===== src/pio_pkg.sv =====
// shared constants, pin bundles and state types for the parallel channel
package pio_pkg;
  // clock and word sizes
  localparam int CLK_NS = 10;
  localparam int DATA_W = 30;
  localparam int CNT_W  = 10;
  localparam int TMO_W  = 24;
  localparam int NLINE  = 4;
  // priority scan shape: four groups of four channels, nine functions per channel
  localparam int NGROUP = 4;
  localparam int NCHAN  = 4 * NGROUP;
  localparam int CHAN_W = 4;
  localparam int NFN    = 9;
  localparam int FN_W   = 4;
  // bit positions of the incoming control lines inside pio_pin_in_t
  localparam int L_IREQ = 3;
  localparam int L_INTR = 2;
  localparam int L_OREQ = 1;
  localparam int L_FREQ = 0;
  // times in nanoseconds
  localparam int IN_ACK_DLY_NS  = 7750;
  localparam int INTR_DLY_NS    = 3750;
  localparam int IN_ACK_W_NS    = 2500;
  localparam int OUT_REQ_DLY_NS = 6750;
  localparam int OUT_SETUP_NS   = 400;
  localparam int OUT_ACK_W_NS   = 2200;
  localparam int OUT_HOLD_NS    = 500;
  // least times rounded up to whole cycles
  localparam logic [CNT_W-1:0] IN_ACK_DLY_CYC  = CNT_W'((IN_ACK_DLY_NS + CLK_NS - 1) / CLK_NS);
  localparam logic [CNT_W-1:0] INTR_DLY_CYC    = CNT_W'((INTR_DLY_NS + CLK_NS - 1) / CLK_NS);
  localparam logic [CNT_W-1:0] IN_ACK_W_CYC    = CNT_W'((IN_ACK_W_NS + CLK_NS - 1) / CLK_NS);
  localparam logic [CNT_W-1:0] OUT_REQ_DLY_CYC = CNT_W'((OUT_REQ_DLY_NS + CLK_NS - 1) / CLK_NS);
  localparam logic [CNT_W-1:0] OUT_SETUP_CYC   = CNT_W'((OUT_SETUP_NS + CLK_NS - 1) / CLK_NS);
  localparam logic [CNT_W-1:0] OUT_ACK_W_CYC   = CNT_W'((OUT_ACK_W_NS + CLK_NS - 1) / CLK_NS);
  localparam logic [CNT_W-1:0] OUT_HOLD_CYC    = CNT_W'((OUT_HOLD_NS + CLK_NS - 1) / CLK_NS);
  // control lines from the far end
  typedef struct packed {
    logic in_req;
    logic intr;
    logic out_req;
    logic fn_req;
  } pio_pin_in_t;
  // control lines driven by this end
  typedef struct packed {
    logic intr_en;
    logic in_ack;
    logic out_ack;
    logic fn_strobe;
  } pio_pin_out_t;
  typedef enum logic {IN_IDLE, IN_ACK} pio_in_st_t;
  typedef enum logic [1:0] {OS_IDLE, OS_SETUP, OS_STROBE, OS_HOLD} pio_out_st_t;
endpackage

===== src/pio_chan.sv =====
// one parallel i/o channel: input, output, function, interrupt and link handshakes
`timescale 1ns/100ps
module pio_chan #(
  parameter int WC_W    = 16,
  parameter int TMO_CYC = 100000
) (
  input  wire logic                                    mclk,
  input  wire logic                                    arst_n,
  input  wire pio_pkg::pio_pin_in_t                    pin_in,
  input  wire logic [pio_pkg::DATA_W-1:0]              din,
  output pio_pkg::pio_pin_out_t                        pin_out,
  output logic [pio_pkg::DATA_W-1:0]                   dout,
  input  wire logic                                    link_mode,
  input  wire logic                                    ie_support,
  input  wire logic                                    peer_caps,
  input  wire logic                                    in_start,
  input  wire logic [WC_W-1:0]                         in_count,
  input  wire logic                                    intr_arm,
  output logic [pio_pkg::DATA_W-1:0]                   in_word,
  output logic                                         in_wvalid,
  output logic                                         intr_wvalid,
  output logic                                         in_done,
  input  wire logic                                    out_start,
  input  wire logic [WC_W-1:0]                         out_count,
  input  wire logic [pio_pkg::DATA_W-1:0]              out_wdata,
  input  wire logic                                    out_wvalid,
  output logic                                         out_wtake,
  output logic                                         out_done,
  input  wire logic                                    fn_buf_active,
  input  wire logic                                    fn_force,
  input  wire logic [pio_pkg::DATA_W-1:0]              fn_word,
  output logic                                         fn_done,
  output logic                                         link_halt,
  output logic                                         link_tmo,
  input  wire logic [pio_pkg::NCHAN-1:0][pio_pkg::NFN-1:0] ev_req,
  output logic                                         scan_valid,
  output logic [pio_pkg::CHAN_W-1:0]                   scan_chan,
  output logic [pio_pkg::FN_W-1:0]                     scan_fn
);

  pio_pkg::pio_pin_in_t            pin_s1;
  pio_pkg::pio_pin_in_t            pin_s2;
  logic [pio_pkg::DATA_W-1:0]      din_s1;
  logic [pio_pkg::DATA_W-1:0]      din_s2;
  logic [pio_pkg::NLINE-1:0]       pin_v;
  logic [pio_pkg::CNT_W-1:0]       age [pio_pkg::NLINE];
  logic [pio_pkg::NLINE-1:0]       armed;
  logic [pio_pkg::NLINE-1:0]       take;
  pio_pkg::pio_in_st_t             ist;
  pio_pkg::pio_out_st_t            ost;
  logic [pio_pkg::CNT_W-1:0]       icnt;
  logic [pio_pkg::CNT_W-1:0]       ocnt;
  logic [pio_pkg::TMO_W-1:0]       tcnt;
  logic [WC_W-1:0]                 in_left;
  logic [WC_W-1:0]                 out_left;
  logic                            fn_pend;
  logic                            okind_fn;
  logic                            oforced;
  logic                            took_intr;
  logic                            next_sv;
  logic [pio_pkg::CHAN_W-1:0]      next_sc;
  logic [pio_pkg::FN_W-1:0]        next_sf;

  // two-stage synchronisers on every incoming level and on the data lines
  always_ff @(posedge mclk or negedge arst_n) begin
    if (!arst_n) begin
      pin_s1 <= '0;
      pin_s2 <= '0;
      din_s1 <= '0;
      din_s2 <= '0;
    end else begin
      pin_s1 <= pin_in;
      pin_s2 <= pin_s1;
      din_s1 <= din;
      din_s2 <= din_s1;
    end
  end

  assign pin_v = pin_s2;

  // per line: how long it has been high, and whether it was seen low since last take
  for (genvar i = 0; i < pio_pkg::NLINE; i++) begin : g_line
    always_ff @(posedge mclk or negedge arst_n) begin
      if (!arst_n) begin
        age[i]   <= '0;
        armed[i] <= 1'b0;
      end else begin
        age[i]   <= !pin_v[i] ? '0 : ((&age[i]) ? age[i] : age[i] + 1'b1);
        armed[i] <= take[i] ? 1'b0 : (!pin_v[i] ? 1'b1 : armed[i]);
      end
    end
  end

  // input side decode: interrupt words outrank data words
  wire ie_used   = ie_support && (!link_mode || peer_caps);
  wire intr_ok   = pin_v[pio_pkg::L_INTR] && armed[pio_pkg::L_INTR]
                   && (pin_out.intr_en || !ie_used);
  wire take_intr = (ist == pio_pkg::IN_IDLE) && intr_ok
                   && (age[pio_pkg::L_INTR] >= pio_pkg::INTR_DLY_CYC);
  wire take_data = (ist == pio_pkg::IN_IDLE) && !take_intr && (in_left != '0)
                   && pin_v[pio_pkg::L_IREQ] && armed[pio_pkg::L_IREQ]
                   && (age[pio_pkg::L_IREQ] >= pio_pkg::IN_ACK_DLY_CYC);
  wire ack_end   = (icnt == pio_pkg::IN_ACK_W_CYC - 1'b1);

  // input acknowledge sequencer
  always_ff @(posedge mclk or negedge arst_n) begin
    if (!arst_n) begin
      ist        <= pio_pkg::IN_IDLE;
      icnt       <= '0;
      took_intr  <= 1'b0;
    end else begin
      case (ist)
        pio_pkg::IN_IDLE: begin
          icnt <= '0;
          if (take_intr || take_data) begin
            ist       <= pio_pkg::IN_ACK;
            took_intr <= take_intr;
          end
        end
        pio_pkg::IN_ACK: begin
          icnt <= icnt + 1'b1;
          if (ack_end) begin
            ist <= pio_pkg::IN_IDLE;
          end
        end
        default: ist <= pio_pkg::IN_IDLE;
      endcase
    end
  end

  // input pins, word capture and word count
  always_ff @(posedge mclk or negedge arst_n) begin
    if (!arst_n) begin
      pin_out.in_ack  <= 1'b0;
      pin_out.intr_en <= 1'b0;
      in_word         <= '0;
      in_wvalid       <= 1'b0;
      intr_wvalid     <= 1'b0;
      in_done         <= 1'b0;
      in_left         <= '0;
    end else begin
      in_wvalid   <= take_data;
      intr_wvalid <= take_intr;
      in_done     <= take_data && (in_left == WC_W'(1));
      if (take_intr || take_data) begin
        in_word <= din_s2;
      end
      if (in_start) begin
        in_left <= in_count;
      end else if (take_data) begin
        in_left <= in_left - 1'b1;
      end
      if (take_intr) begin
        pin_out.intr_en <= 1'b0;
      end else if (intr_arm && ie_used) begin
        pin_out.intr_en <= 1'b1;
      end
      if (take_intr || take_data) begin
        pin_out.in_ack <= 1'b1;
      end else if (ist == pio_pkg::IN_ACK && ack_end) begin
        pin_out.in_ack <= 1'b0;
      end
    end
  end

  // output side decode: forced function, requested function, then data word
  // link: request pin is Resume
  wire resume     = pin_v[pio_pkg::L_OREQ];
  wire lnk_ready  = armed[pio_pkg::L_OREQ] && !resume;
  wire o_idle     = (ost == pio_pkg::OS_IDLE);
  wire force_ok   = fn_pend && (!link_mode || lnk_ready);
  // on a link, a peer without request support takes only forced function words
  wire fn_allowed = !link_mode || (peer_caps && lnk_ready);
  // answered only with active function buffer
  wire fn_req_ok  = fn_buf_active && fn_allowed && pin_v[pio_pkg::L_FREQ]
                    && armed[pio_pkg::L_FREQ]
                    && (age[pio_pkg::L_FREQ] >= pio_pkg::OUT_REQ_DLY_CYC);
  wire req_ok     = pin_v[pio_pkg::L_OREQ] && armed[pio_pkg::L_OREQ]
                    && (age[pio_pkg::L_OREQ] >= pio_pkg::OUT_REQ_DLY_CYC);
  // link data needs no request, only a quiet Resume
  wire data_ok    = (out_left != '0) && out_wvalid && (link_mode ? lnk_ready : req_ok);
  wire go_force   = o_idle && force_ok;
  wire go_fn      = o_idle && !force_ok && fn_req_ok;
  wire go_data    = o_idle && !force_ok && !fn_req_ok && data_ok;
  wire go_out     = go_force || go_fn || go_data;
  wire tmo_hit    = (tcnt == pio_pkg::TMO_W'(TMO_CYC - 1));
  // Resume ends the strobe in link mode
  wire strobe_end = link_mode ? (resume || tmo_hit)
                              : (ocnt == pio_pkg::OUT_ACK_W_CYC - 1'b1);
  wire setup_end  = (ocnt == pio_pkg::OUT_SETUP_CYC - 1'b1);
  wire hold_end   = (ocnt == pio_pkg::OUT_HOLD_CYC - 1'b1);

  assign take[pio_pkg::L_IREQ] = take_data;
  assign take[pio_pkg::L_INTR] = take_intr;
  assign take[pio_pkg::L_FREQ] = go_fn;
  assign take[pio_pkg::L_OREQ] = go_data || (link_mode && go_out);

  // output sequencer: place word, settle, strobe, hold data after strobe drops
  always_ff @(posedge mclk or negedge arst_n) begin
    if (!arst_n) begin
      ost  <= pio_pkg::OS_IDLE;
      ocnt <= '0;
      tcnt <= '0;
    end else begin
      tcnt <= (ost == pio_pkg::OS_STROBE && link_mode) ? tcnt + 1'b1 : '0;
      case (ost)
        pio_pkg::OS_IDLE: begin
          ocnt <= '0;
          if (go_out) begin
            ost <= pio_pkg::OS_SETUP;
          end
        end
        pio_pkg::OS_SETUP: begin
          ocnt <= setup_end ? '0 : ocnt + 1'b1;
          if (setup_end) begin
            ost <= pio_pkg::OS_STROBE;
          end
        end
        pio_pkg::OS_STROBE: begin
          ocnt <= strobe_end ? '0 : ocnt + 1'b1;
          if (strobe_end) begin
            ost <= pio_pkg::OS_HOLD;
          end
        end
        pio_pkg::OS_HOLD: begin
          ocnt <= ocnt + 1'b1;
          if (hold_end) begin
            ost <= pio_pkg::OS_IDLE;
          end
        end
        default: ost <= pio_pkg::OS_IDLE;
      endcase
    end
  end

  // output pins, word counts and status pulses
  always_ff @(posedge mclk or negedge arst_n) begin
    if (!arst_n) begin
      pin_out.out_ack   <= 1'b0;
      pin_out.fn_strobe <= 1'b0;
      dout              <= '0;
      out_left          <= '0;
      okind_fn          <= 1'b0;
      oforced           <= 1'b0;
      fn_pend           <= 1'b0;
      out_wtake         <= 1'b0;
      out_done          <= 1'b0;
      fn_done           <= 1'b0;
      link_halt         <= 1'b0;
      link_tmo          <= 1'b0;
    end else begin
      out_wtake <= go_data;
      out_done  <= go_data && (out_left == WC_W'(1));
      fn_done   <= (ost == pio_pkg::OS_STROBE) && strobe_end && okind_fn;
      link_tmo  <= (ost == pio_pkg::OS_STROBE) && link_mode && tmo_hit && !resume;
      // forced words wait for no request, on a link only for a quiet Resume; a new force wins over the clear
      fn_pend   <= fn_force || (fn_pend && !go_force);
      // word on the lines before the strobe
      if (go_out) begin
        dout     <= go_data ? out_wdata : fn_word;
        okind_fn <= !go_data;
        oforced  <= go_force;
      end
      if (out_start) begin
        out_left <= out_count;
      end else if (go_data) begin
        out_left <= out_left - 1'b1;
      end
      if (ost == pio_pkg::OS_SETUP && setup_end) begin
        pin_out.out_ack   <= !okind_fn;
        pin_out.fn_strobe <= okind_fn;
        // on a link, a forced strobe against a low enable halts the group
        link_halt <= okind_fn && oforced && link_mode && !pin_v[pio_pkg::L_FREQ];
      end else if (ost == pio_pkg::OS_STROBE && strobe_end) begin
        pin_out.out_ack   <= 1'b0;
        pin_out.fn_strobe <= 1'b0;
        link_halt         <= 1'b0;
      end
    end
  end

  // higher channel index wins; then lowest function index
  always_comb begin
    next_sv = 1'b0;
    next_sc = '0;
    next_sf = '0;
    for (int c = 0; c < pio_pkg::NCHAN; c++) begin
      if (|ev_req[c]) begin
        next_sv = 1'b1;
        next_sc = pio_pkg::CHAN_W'(c);
      end
    end
    for (int f = pio_pkg::NFN - 1; f >= 0; f--) begin
      if (ev_req[next_sc][f]) begin
        next_sf = pio_pkg::FN_W'(f);
      end
    end
  end

  // scan result register
  always_ff @(posedge mclk or negedge arst_n) begin
    if (!arst_n) begin
      scan_valid <= 1'b0;
      scan_chan  <= '0;
      scan_fn    <= '0;
    end else begin
      scan_valid <= next_sv;
      scan_chan  <= next_sc;
      scan_fn    <= next_sf;
    end
  end
endmodule


===== config.mk =====
export PLATFORM = sky130hd
export DESIGN_NAME = pio_chan
export DESIGN_NICKNAME = d
export VERILOG_FILES = /design/src/pio_pkg.sv /design/src/pio_chan.sv
export SDC_FILE = /design/constraint.sdc
export NUM_CORES = 1
export LEC_CHECK = 0
export BUFFER_PORTS_ARGS = -buffer_cell sky130_fd_sc_hd__buf_2
export CORE_MARGIN = 1.5
export CORE_UTILIZATION = 53
export CTS_BUF_LIST = sky130_fd_sc_hd__clkbuf_16
export DETAILED_ROUTE_END_ITERATION = 8
export GPL_TIMING_DRIVEN = 0
export PLACE_DENSITY = 0.93
export REMOVE_ABC_BUFFERS = 1
export SYNTH_ARGS = -nofsm -noshare
export SYNTH_HDL_FRONTEND = slang
export SYNTH_SLANG_ARGS = --single-unit

===== constraint.sdc =====
create_clock -name mclk -period 3.42 [get_ports mclk]
set_input_delay 0.684 -clock mclk [delete_from_list [all_inputs] [get_ports mclk]]
set_output_delay 0.684 -clock mclk [all_outputs]
set_load 0.005 [all_outputs]

# Word-level counts from Yosys, hierarchy flattened

Index checks and enable logic that the tools add are counted.
Widths: inputs -> output; s select.

Memories: 0
Bits in read-only memories: 0
Latch bits: 0
Word-level logic and storage cells: 258
Bits in registers: 275
Output and inout port bits: 81
Bits in writable memories: 0
Input port bits: 281

Multiplexer cells: 86
Shifts and indexed selects: 0
$mul: 0
Divide/modulo/power cells: 0
$lt $le $gt $ge: 5
Bitwise logic cells: 1
Equal/unequal tests: 22
Add/subtract/negate cells: 9
Reductions and logical operators: 90

Operators with widths:

| cell                  | count |
|---|---|
| $reduce_or 9->1       | 16 |
| $mux 10               | 10 |
| $mux 4                | 23 |
| $mux 16               | 4 |
| $add 10x1->10 const B | 6 |
| $logic_and 1x1->1     | 41 |
| $pmux 10 s4           | 1 |
| $reduce_and 10->1     | 4 |
| $bmux 9 s4            | 1 |
| $mux 1                | 35 |
| $eq 16x1->1 const B   | 2 |
| $reduce_bool 16->1    | 2 |
| $sub 16x1->16 const B | 2 |
| $ge 10x10->1 const B  | 3 |
| $mux 30               | 1 |
| $add 24x1->24 const B | 1 |
| $eq 24x17->1 const B  | 1 |
| $mux 24               | 1 |
| $eq 10x6->1 const B   | 2 |
| $eq 10x8->1 const B   | 2 |
| $pmux 10 s2           | 1 |
| $ne 2x2->1 const B    | 7 |
| $mux 2                | 6 |
| $ge 10x9->1 const B   | 1 |
| other kinds (13)      | 40 |

# Logic depth before layout (Yosys ltp)

Gate-level depths: netlist (run 1).

Depth after elaboration: 27
Mapped depth: 14
Gate-level depth less buffers: 12

# Worst setup path after synthesis (run 1)

Ideal clock, no wire load.

Path kind: input -> register
Start: in ev_req[138] (netlist bit)
End: reg scan_fn[3] (netlist bit)
Stages: 11
Required time: 3.353 ns
Arrival: 3.530 ns
Slack: -0.177 ns
Library setup time: 0.067 ns
Buffers on the path: 0
Cell sequence: or4_4 > nor4_4 > a21boi_4 > o211ai_2 > nand2_2 > inv_2 > mux2i_1 > a221o_1 > or4_4 > nor4b_2 > and3_1

Cells in the longest elaborated chain, start to end: 13

RTL lines:

| element                        | line            | text |
|---|---|---|
| from (decl)                    | pio_chan.sv:35  | `input wire logic [pio_pkg::NCHAN-1:0][pio_pkg::NFN-1:0] ev_req,` |
| $reduce_or 9->1                | pio_chan.sv:288 | `if (\|ev_req[c]) begin` |
| $mux 4                         | pio_chan.sv:288 |  |
| $bmux 9 s4 *                   | pio_chan.sv:294 | `if (ev_req[next_sc][f]) begin` |
| $mux 9 (implied by the code) * | pio_chan.sv:294 |  |
| $mux 4 (8 in series)           | pio_chan.sv:294 |  |
| $mux 4 *                       | pio_chan.sv:294 |  |
| named net next_sf (one bit)    | pio_chan.sv:62  | `logic [pio_pkg::FN_W-1:0] next_sf;` |
| to (signal assigned)           | pio_chan.sv:309 | `scan_fn <= next_sf;` |
| to (decl)                      | pio_chan.sv:38  | `output logic [pio_pkg::FN_W-1:0] scan_fn` |

The timed path passes the listed nets; every way through them passes the cells marked *. The select of a mux whose other input is x is not followed.
A chain may end at the register's enable or synchronous reset.

# Final worst setup path (run 1)

Start: in ev_req[114] (netlist bit)
End: reg scan_fn[3] (netlist bit)

Cells in the longest elaborated chain, start to end: 16

RTL lines:

| element                        | line |
|---|---|
| $reduce_or 9->1                | pio_chan.sv:288 |
| $mux 4 (4 in series)           | pio_chan.sv:288 |
| $bmux 9 s4 *                   | pio_chan.sv:294 |
| $mux 9 (implied by the code) * | pio_chan.sv:294 |
| $mux 4 (8 in series)           | pio_chan.sv:294 |
| $mux 4 *                       | pio_chan.sv:294 |
| named net next_sf (one bit)    | pio_chan.sv:62 |

Marks and branches as above.

==> metrics.csv, run 1 <==
metric,value,unit
"commonest non-fill, non-tap cell in the layout",buf_2,
via count,12200,
clk_lat worst skew,0.54,ns
final setup vio count,0,
number of global-route vias before repair,12400,
fin area,16900,µm²
1st-pass router iterations,8,
Setup TNS,0,ns
Layout area overhead,29.5,%
grt ovf,0,
initial antenna violation count,1,
critical path required time,3.87,ns
placed instance count,1917,
Pleak,8.09,nW
I/O Buffers,361,
GRT Util Overall,0.330,
area of placed instances,15200,µm²
max-slew violations,0,
"EDFF count, synth",0,
crit-path max FO,4,
die area,25500,µm²
first-pass GRT wire length,66700,µm
RD Place Congestion,0.977,
CTS tree,built,
# IOs,362,
"antenna viol nets, final",0,
Setup WS pre-CTS,-1.84,ns
"Clk pin slew, worst setup/hold paths",0.07,ns
post-DP HPWL,30000,µm
most frequent cells in the layout,"buf_2, dfrtp_1, nor2_1",
Crit. End Element,flip-flop,
Peak Freq,0.294,GHz
worst slew pin tran,0.819,ns
maxcap violations,0,
register area share after synthesis,0.528,
cell at the slowest stage of the critical path,or4_4,
#FFs+latches synth,275,
largest stage delay on the critical path,0.55,ns
CTS max path bufs,3,
ys async rst share,1.00,
H-tree depth,1,
Layout Nets,1957,
setup repair after global routing missed its margin,true,
core area,24200,µm²
DR DRC count,0,
die extent in y,160,µm
drt total wl,43200,µm
Vias/cell,6.08,
Worst Slack Setup Final,0.0144,ns
Worst EP arrival,3.86,ns
Post-Syn Instances,1265,
outcome,finished clean,
Die Width,160,µm
Layout Cells excl Fill,2002,
CTS Buf Count,27,
layout cell share with drive strength beyond 1,0.331,
Root Driver,clkbuf_16,
largest net degree at the start of global routing,100,
critical path class,in -> reg,
post-DR wirelength/cell,21.6,µm
final worst path period share,0.996,
clock sinks,275,
CP cell instances,buf_6 > or4_4 > nor4_4 > o21ai_2 > o21ai_4 > nand2_8 > buf_12 > buf_4 > mux2i_1 > o22ai_1 > nor4_2 > nand2_1 > nor3_2 > and3_1,
PwrDens,493,nW/µm²
min cycle time layout,3.41,ns
final hold violation count,0,
Yosys warning count,0,
Slew headroom,0.454,
Finished Core Util,0.696,
Initial Util,0.537,
Cell variety after synth,73,
syn avg cell area,10.3,µm²
first-iteration detailed-routing DRC count,1360,
clk_skew,0.0282,ns
maximum VDD drop,0.464,mV
startpoint types,primary input,
Main synth FF type,dfrtp_1,
Hold WC Path Type,in -> async,
num rows,57,
Synth Cell Area,13000,µm²
critical path: cells and delay by family:
| kind | cells | cell delay (ns) |
|---|---|---|
| mux | 1 | 0.20 |
| compound gates | 3 | 0.58 |
| simple gates | 7 | 1.97 |
| buf+inv | 3 | 0.41 |
where the power goes:
| part | internal [W] | leakage (nW) | switching (W) |
|---|---|---|---|
| sequential | 0.00356 | 3.50 | 0.000246 |
| clock | 0.00174 | 0.439 | 0.00127 |
| combinational | 0.000668 | 4.15 | 0.000822 |
| total | 0.00597 | 8.09 | 0.00234 |
cells in the mapped netlist, drive strengths merged, types with 33 or more instances:
cell type | instances | share of area
nor2 | 138 | 0.040
dfrtp | 275 | 0.53
nor3 | 36 | 0.014
nand2 | 112 | 0.032
a21oi | 64 | 0.025
mux2 | 35 | 0.031
mux2i | 68 | 0.052
nor4 | 33 | 0.019
o21ai | 64 | 0.025
nand3 | 74 | 0.028
xnor2 | 43 | 0.029
xor2 | 37 | 0.025
path summary, 6_finish.rpt:
path                                    startpoint                       to  slack [ns]  depth (start not counted)
max                                    ev_req[114]     scan_fn[3]$_DFF_PN0_        0.01                         14
min                                         arst_n   in_word[5]$_DFFE_PN0P_        0.13                          1
max reg2reg                in_left[10]$_DFFE_PN0P_  in_left[10]$_DFFE_PN0P_        0.15                         10
min reg2reg                    din_s1[0]$_DFF_PN0_      din_s2[0]$_DFF_PN0_        0.35                          0
max in group asynchronous                   arst_n   in_left[1]$_DFFE_PN0P_        1.93                          3
min in group mclk                          din[22]     din_s1[22]$_DFF_PN0_        0.25                          1
flip-flops by register name (all words and copies together) (netlist names), 10 cells and up:
signal,flops
age,40
din_s1,30
din_s2,30
dout,30
icnt,10
in_left,16
in_word,30
ocnt,10
out_left,16
tcnt,24
metal layers:
| metal | share of wire | vias to the layer above | GRT usage |
|---|---|---|---|
| met4 | 0.051 | 0 | 0.148 |
| met2 | 0.52 | 784 | 0.596 |
| met5 | 0 | - | 0 |
| li1 | - | 5310 | - |
| met1 | 0.36 | 5908 | 0.389 |
| met3 | 0.076 | 167 | 0.0514 |
per-stage QoR:
| step | total power, W | hold slack (ns) |
|---|---|---|
| after CTS | 0.00831 | 0.148 |
| after global placement | 0.00517 | 0.332 |
| after global routing | 0.00863 | 0.192 |
| after floorplan | 0.00453 | 0.331 |
| after detailed placement | 0.00527 | 0.338 |
| final | 0.00831 | 0.134 |
repair_timing:
item / CTS / global route
buffers inserted: 22 / 13
pin swaps: 11 / 18
gates cloned: 3 / 0
setup endpoints to repair: 18 / 24
hold buffers: 0 / 0
resized for setup: 31 / 55
cell families after synthesis:
kind of cell             after synthesis  share of synthesized area
buffers and inverters                 68                     0.0216
adder cells (fa/ha/maj)               17                     0.0163
AO/OA/AOI/OAI                        214                      0.104
multiplexers                         103                     0.0828
flip-flops                           275                      0.528
AND/OR/NAND/NOR                      508                      0.193
XOR/XNOR                              80                     0.0538
cell type report:
cell class,instances,area [µm²]
Inverter,28,129
Clock buffer,27,676
Sequential cell,275,6880
Timing Repair inverter,1,8.76
Antenna cell,1,2.50
Fill cell,1673,7380
Tap cell,324,405
Timing Repair Buffer,402,2250
Clock inverter,20,205
Multi-Input combinational cell,924,6310
Note: power is estimated with default switching activity, not from simulation.
==> run 2: changes to the inputs <==
REMOVE_ABC_BUFFERS = default   (was 1)
==> metrics.csv, run 2 (synthesis gave the netlist of run 1 again) <==
metric,value,unit,change
outcome,"finished, violations left",,
failing checks,setup timing,,
Worst Slack Setup Final,-0.0401,ns,-0.0545 ns
num rows,57,,unchanged
largest stage delay on the critical path,0.57,ns,+0.02 ns
critical path class,in -> reg,,
final worst path period share,1.01,,+0.0159
Crit. End Element,flip-flop,,
initial antenna violation count,1,,unchanged
drt total wl,44900,µm,+3.8%
Inserted Diodes,0,,-1
CTS Buf Count,29,,+7.4%
Pleak,8.18,nW,+1.1%
max FFs per register,40,,unchanged
met3 routed WL,3070,µm,-5.9%
max-slew violations,0,,unchanged
startpoint types,primary input,,
first-pass GRT wire length,68000,µm,+2.0%
PwrDens,508,nW/µm²,+3.2%
post-DP HPWL,33000,µm,+9.9%
crit-path max FO,10,,+6
Setup WS pre-CTS,-1.31,ns,+0.529 ns
# IOs,362,,unchanged
cts hold-fix bufs,0,,unchanged
post-DR wirelength/cell,22.2,µm,+2.6%
maximum VDD drop,0.472,mV,+1.7%
Vias/cell,6.06,,-0.35%
number of global-route vias before repair,12600,,+1.4%
largest net degree at the start of global routing,130,,+30%
die area,25500,µm²,unchanged
fin area,17000,µm²,+1.0%
critical path required time,3.85,ns,-0.02 ns
CTS max path bufs,3,,unchanged
core area,24200,µm²,unchanged
DR DRC count,0,,unchanged
Layout Cells excl Fill,2026,,+1.2%
CP cell instances,buf_2 > or4_4 > nor4_4 > buf_4 > o21ai_2 > o21ai_2 > nand2_4 > inv_4 > buf_12 > buf_12 > mux2i_1 > mux2i_1 > o21ai_2 > nand3_4 > buf_4 > a211oi_1,,
RD Place Congestion,0.995,,+1.8%
"Clk pin slew, worst setup/hold paths",0.06,ns,about the same
Initial Util,0.537,,unchanged
I/O Buffers,361,,unchanged
final hold violation count,0,,unchanged
most frequent cells in the layout,"buf_2, dfrtp_1, nor2_1",,
Setup TNS,-0.0773,ns,-0.0773 ns
clk_skew,0.0461,ns,+0.0179 ns
WL met1,15800,µm,+2.4%
grt ovf,0,,unchanged
worst slew pin tran,0.890,ns,+0.0711 ns
largest reg by FF count,age,,
setup repair after global routing missed its margin,true,,
Post-Syn Nets,1563,,
cell at the slowest stage of the critical path,or4_4,,
Root Driver,clkbuf_16,,
Peak Freq,0.289,GHz,-1.6%
clk_lat worst skew,0.57,ns,+0.03 ns
Die Width,160,µm,unchanged
maxcap violations,0,,unchanged
first-iteration detailed-routing DRC count,1077,,-21%
via count,12300,,+0.85%
Layout Nets,1977,,+1.0%
CTS tree,built,,
"commonest non-fill, non-tap cell in the layout",buf_2,,
H-tree depth,1,,unchanged
min cycle time layout,3.46,ns,+0.0545 ns
layout cell share with drive strength beyond 1,0.324,,-0.00662
Slew headroom,0.407,,-0.0474
Layout area overhead,30.8,%,
area of placed instances,15300,µm²,+0.54%
clock sinks,275,,unchanged
Worst EP arrival,3.89,ns,+0.03 ns
Hold WC Path Type,in -> async,,
Highest Signal Layer,met5,,
final setup vio count,3,,+3
met2 WL,23000,µm,+2.9%
"antenna viol nets, final",0,,unchanged
"most used cell, CP",o21ai_2,,
1st-pass router iterations,6,,-2
die extent in y,160,µm,unchanged
placed instance count,1952,,+1.8%
GRT Util Overall,0.342,,+0.0111
## run 2: cell count changes in the layout (fill, tap and decap cells not counted), sizes merged
| cell | change |
|---|---|
| clkbuf | +28 |
| buf | -5 |
| clkinv | +5 |
| clkinvlp | -3 |
| bufinv | +2 |
| nand2 | -2 |
| diode | -1 |
## run 2: per-layer routing
layer | GRT usage | up-vias
li1 | - | 5354
met1 | 0.372 | 6013
met2 | 0.621 | 705
met3 | 0.0642 | 198
met4 | 0.201 | 2
met5 | 0 | -
## run 2: worst paths after layout
check,startpoint,end,slack (ns),depth (start not counted)
hold / removal,arst_n,in_left[13]$_DFFE_PN0P_,0.08,1
hold reg to reg,din_s1[5]$_DFF_PN0_,din_s2[5]$_DFF_PN0_,0.35,0
max in group asynchronous,arst_n,dout[5]$_DFFE_PN0P_,1.91,3
min in group mclk,din[0],din_s1[0]$_DFF_PN0_,0.22,1
setup reg to reg,age[30]$_DFFE_PN0P_,out_left[10]$_DFFE_PN0P_,0.14,12
setup / recovery,ev_req[111],scan_fn[1]$_DFF_PN0_,-0.04,16
## run 2: report_power, final
group          internal [W]  leakage [nW]  switching (W)
Sequential          0.00356          3.50       0.000221
Clock               0.00202         0.511        0.00134
Combinational      0.000659          4.17       0.000867
Total               0.00624          8.18        0.00243
## run 2: final cells by class
cell class	instances	area (µm²)
fillers	1727	7210
well taps	324	405
multi-input cells	922	6300
flip-flops and latches	275	6880
repair buffers	383	2060
clock inverters	25	303
clock buffers	29	726
plain buffers	40	259
inverters	28	108
## run 2: worst max-delay path, delay by kind of cell
| family | cells | cell delay [ns] |
|---|---|---|
| AO/OA/AOI/OAI | 4 | 0.84 |
| buffers and inverters | 6 | 0.88 |
| multiplexers | 2 | 0.35 |
| AND/OR/NAND/NOR | 4 | 1.12 |
## run 2: through the flow
step                 util  hold WS (ns)  power, W
global placement    0.629         0.332   0.00515
global route        0.703         0.102   0.00898
detailed placement  0.631         0.335   0.00525
CTS                 0.685        0.0880   0.00865
finish              0.703        0.0786   0.00867
floorplan               -         0.331   0.00453
## run 2: repair_timing
action,4_1_cts,5_1_grt
buffers inserted,8,11
setup endpoints to repair,4,43
gates cloned,0,1
pin swaps,7,24
resized for setup,48,61
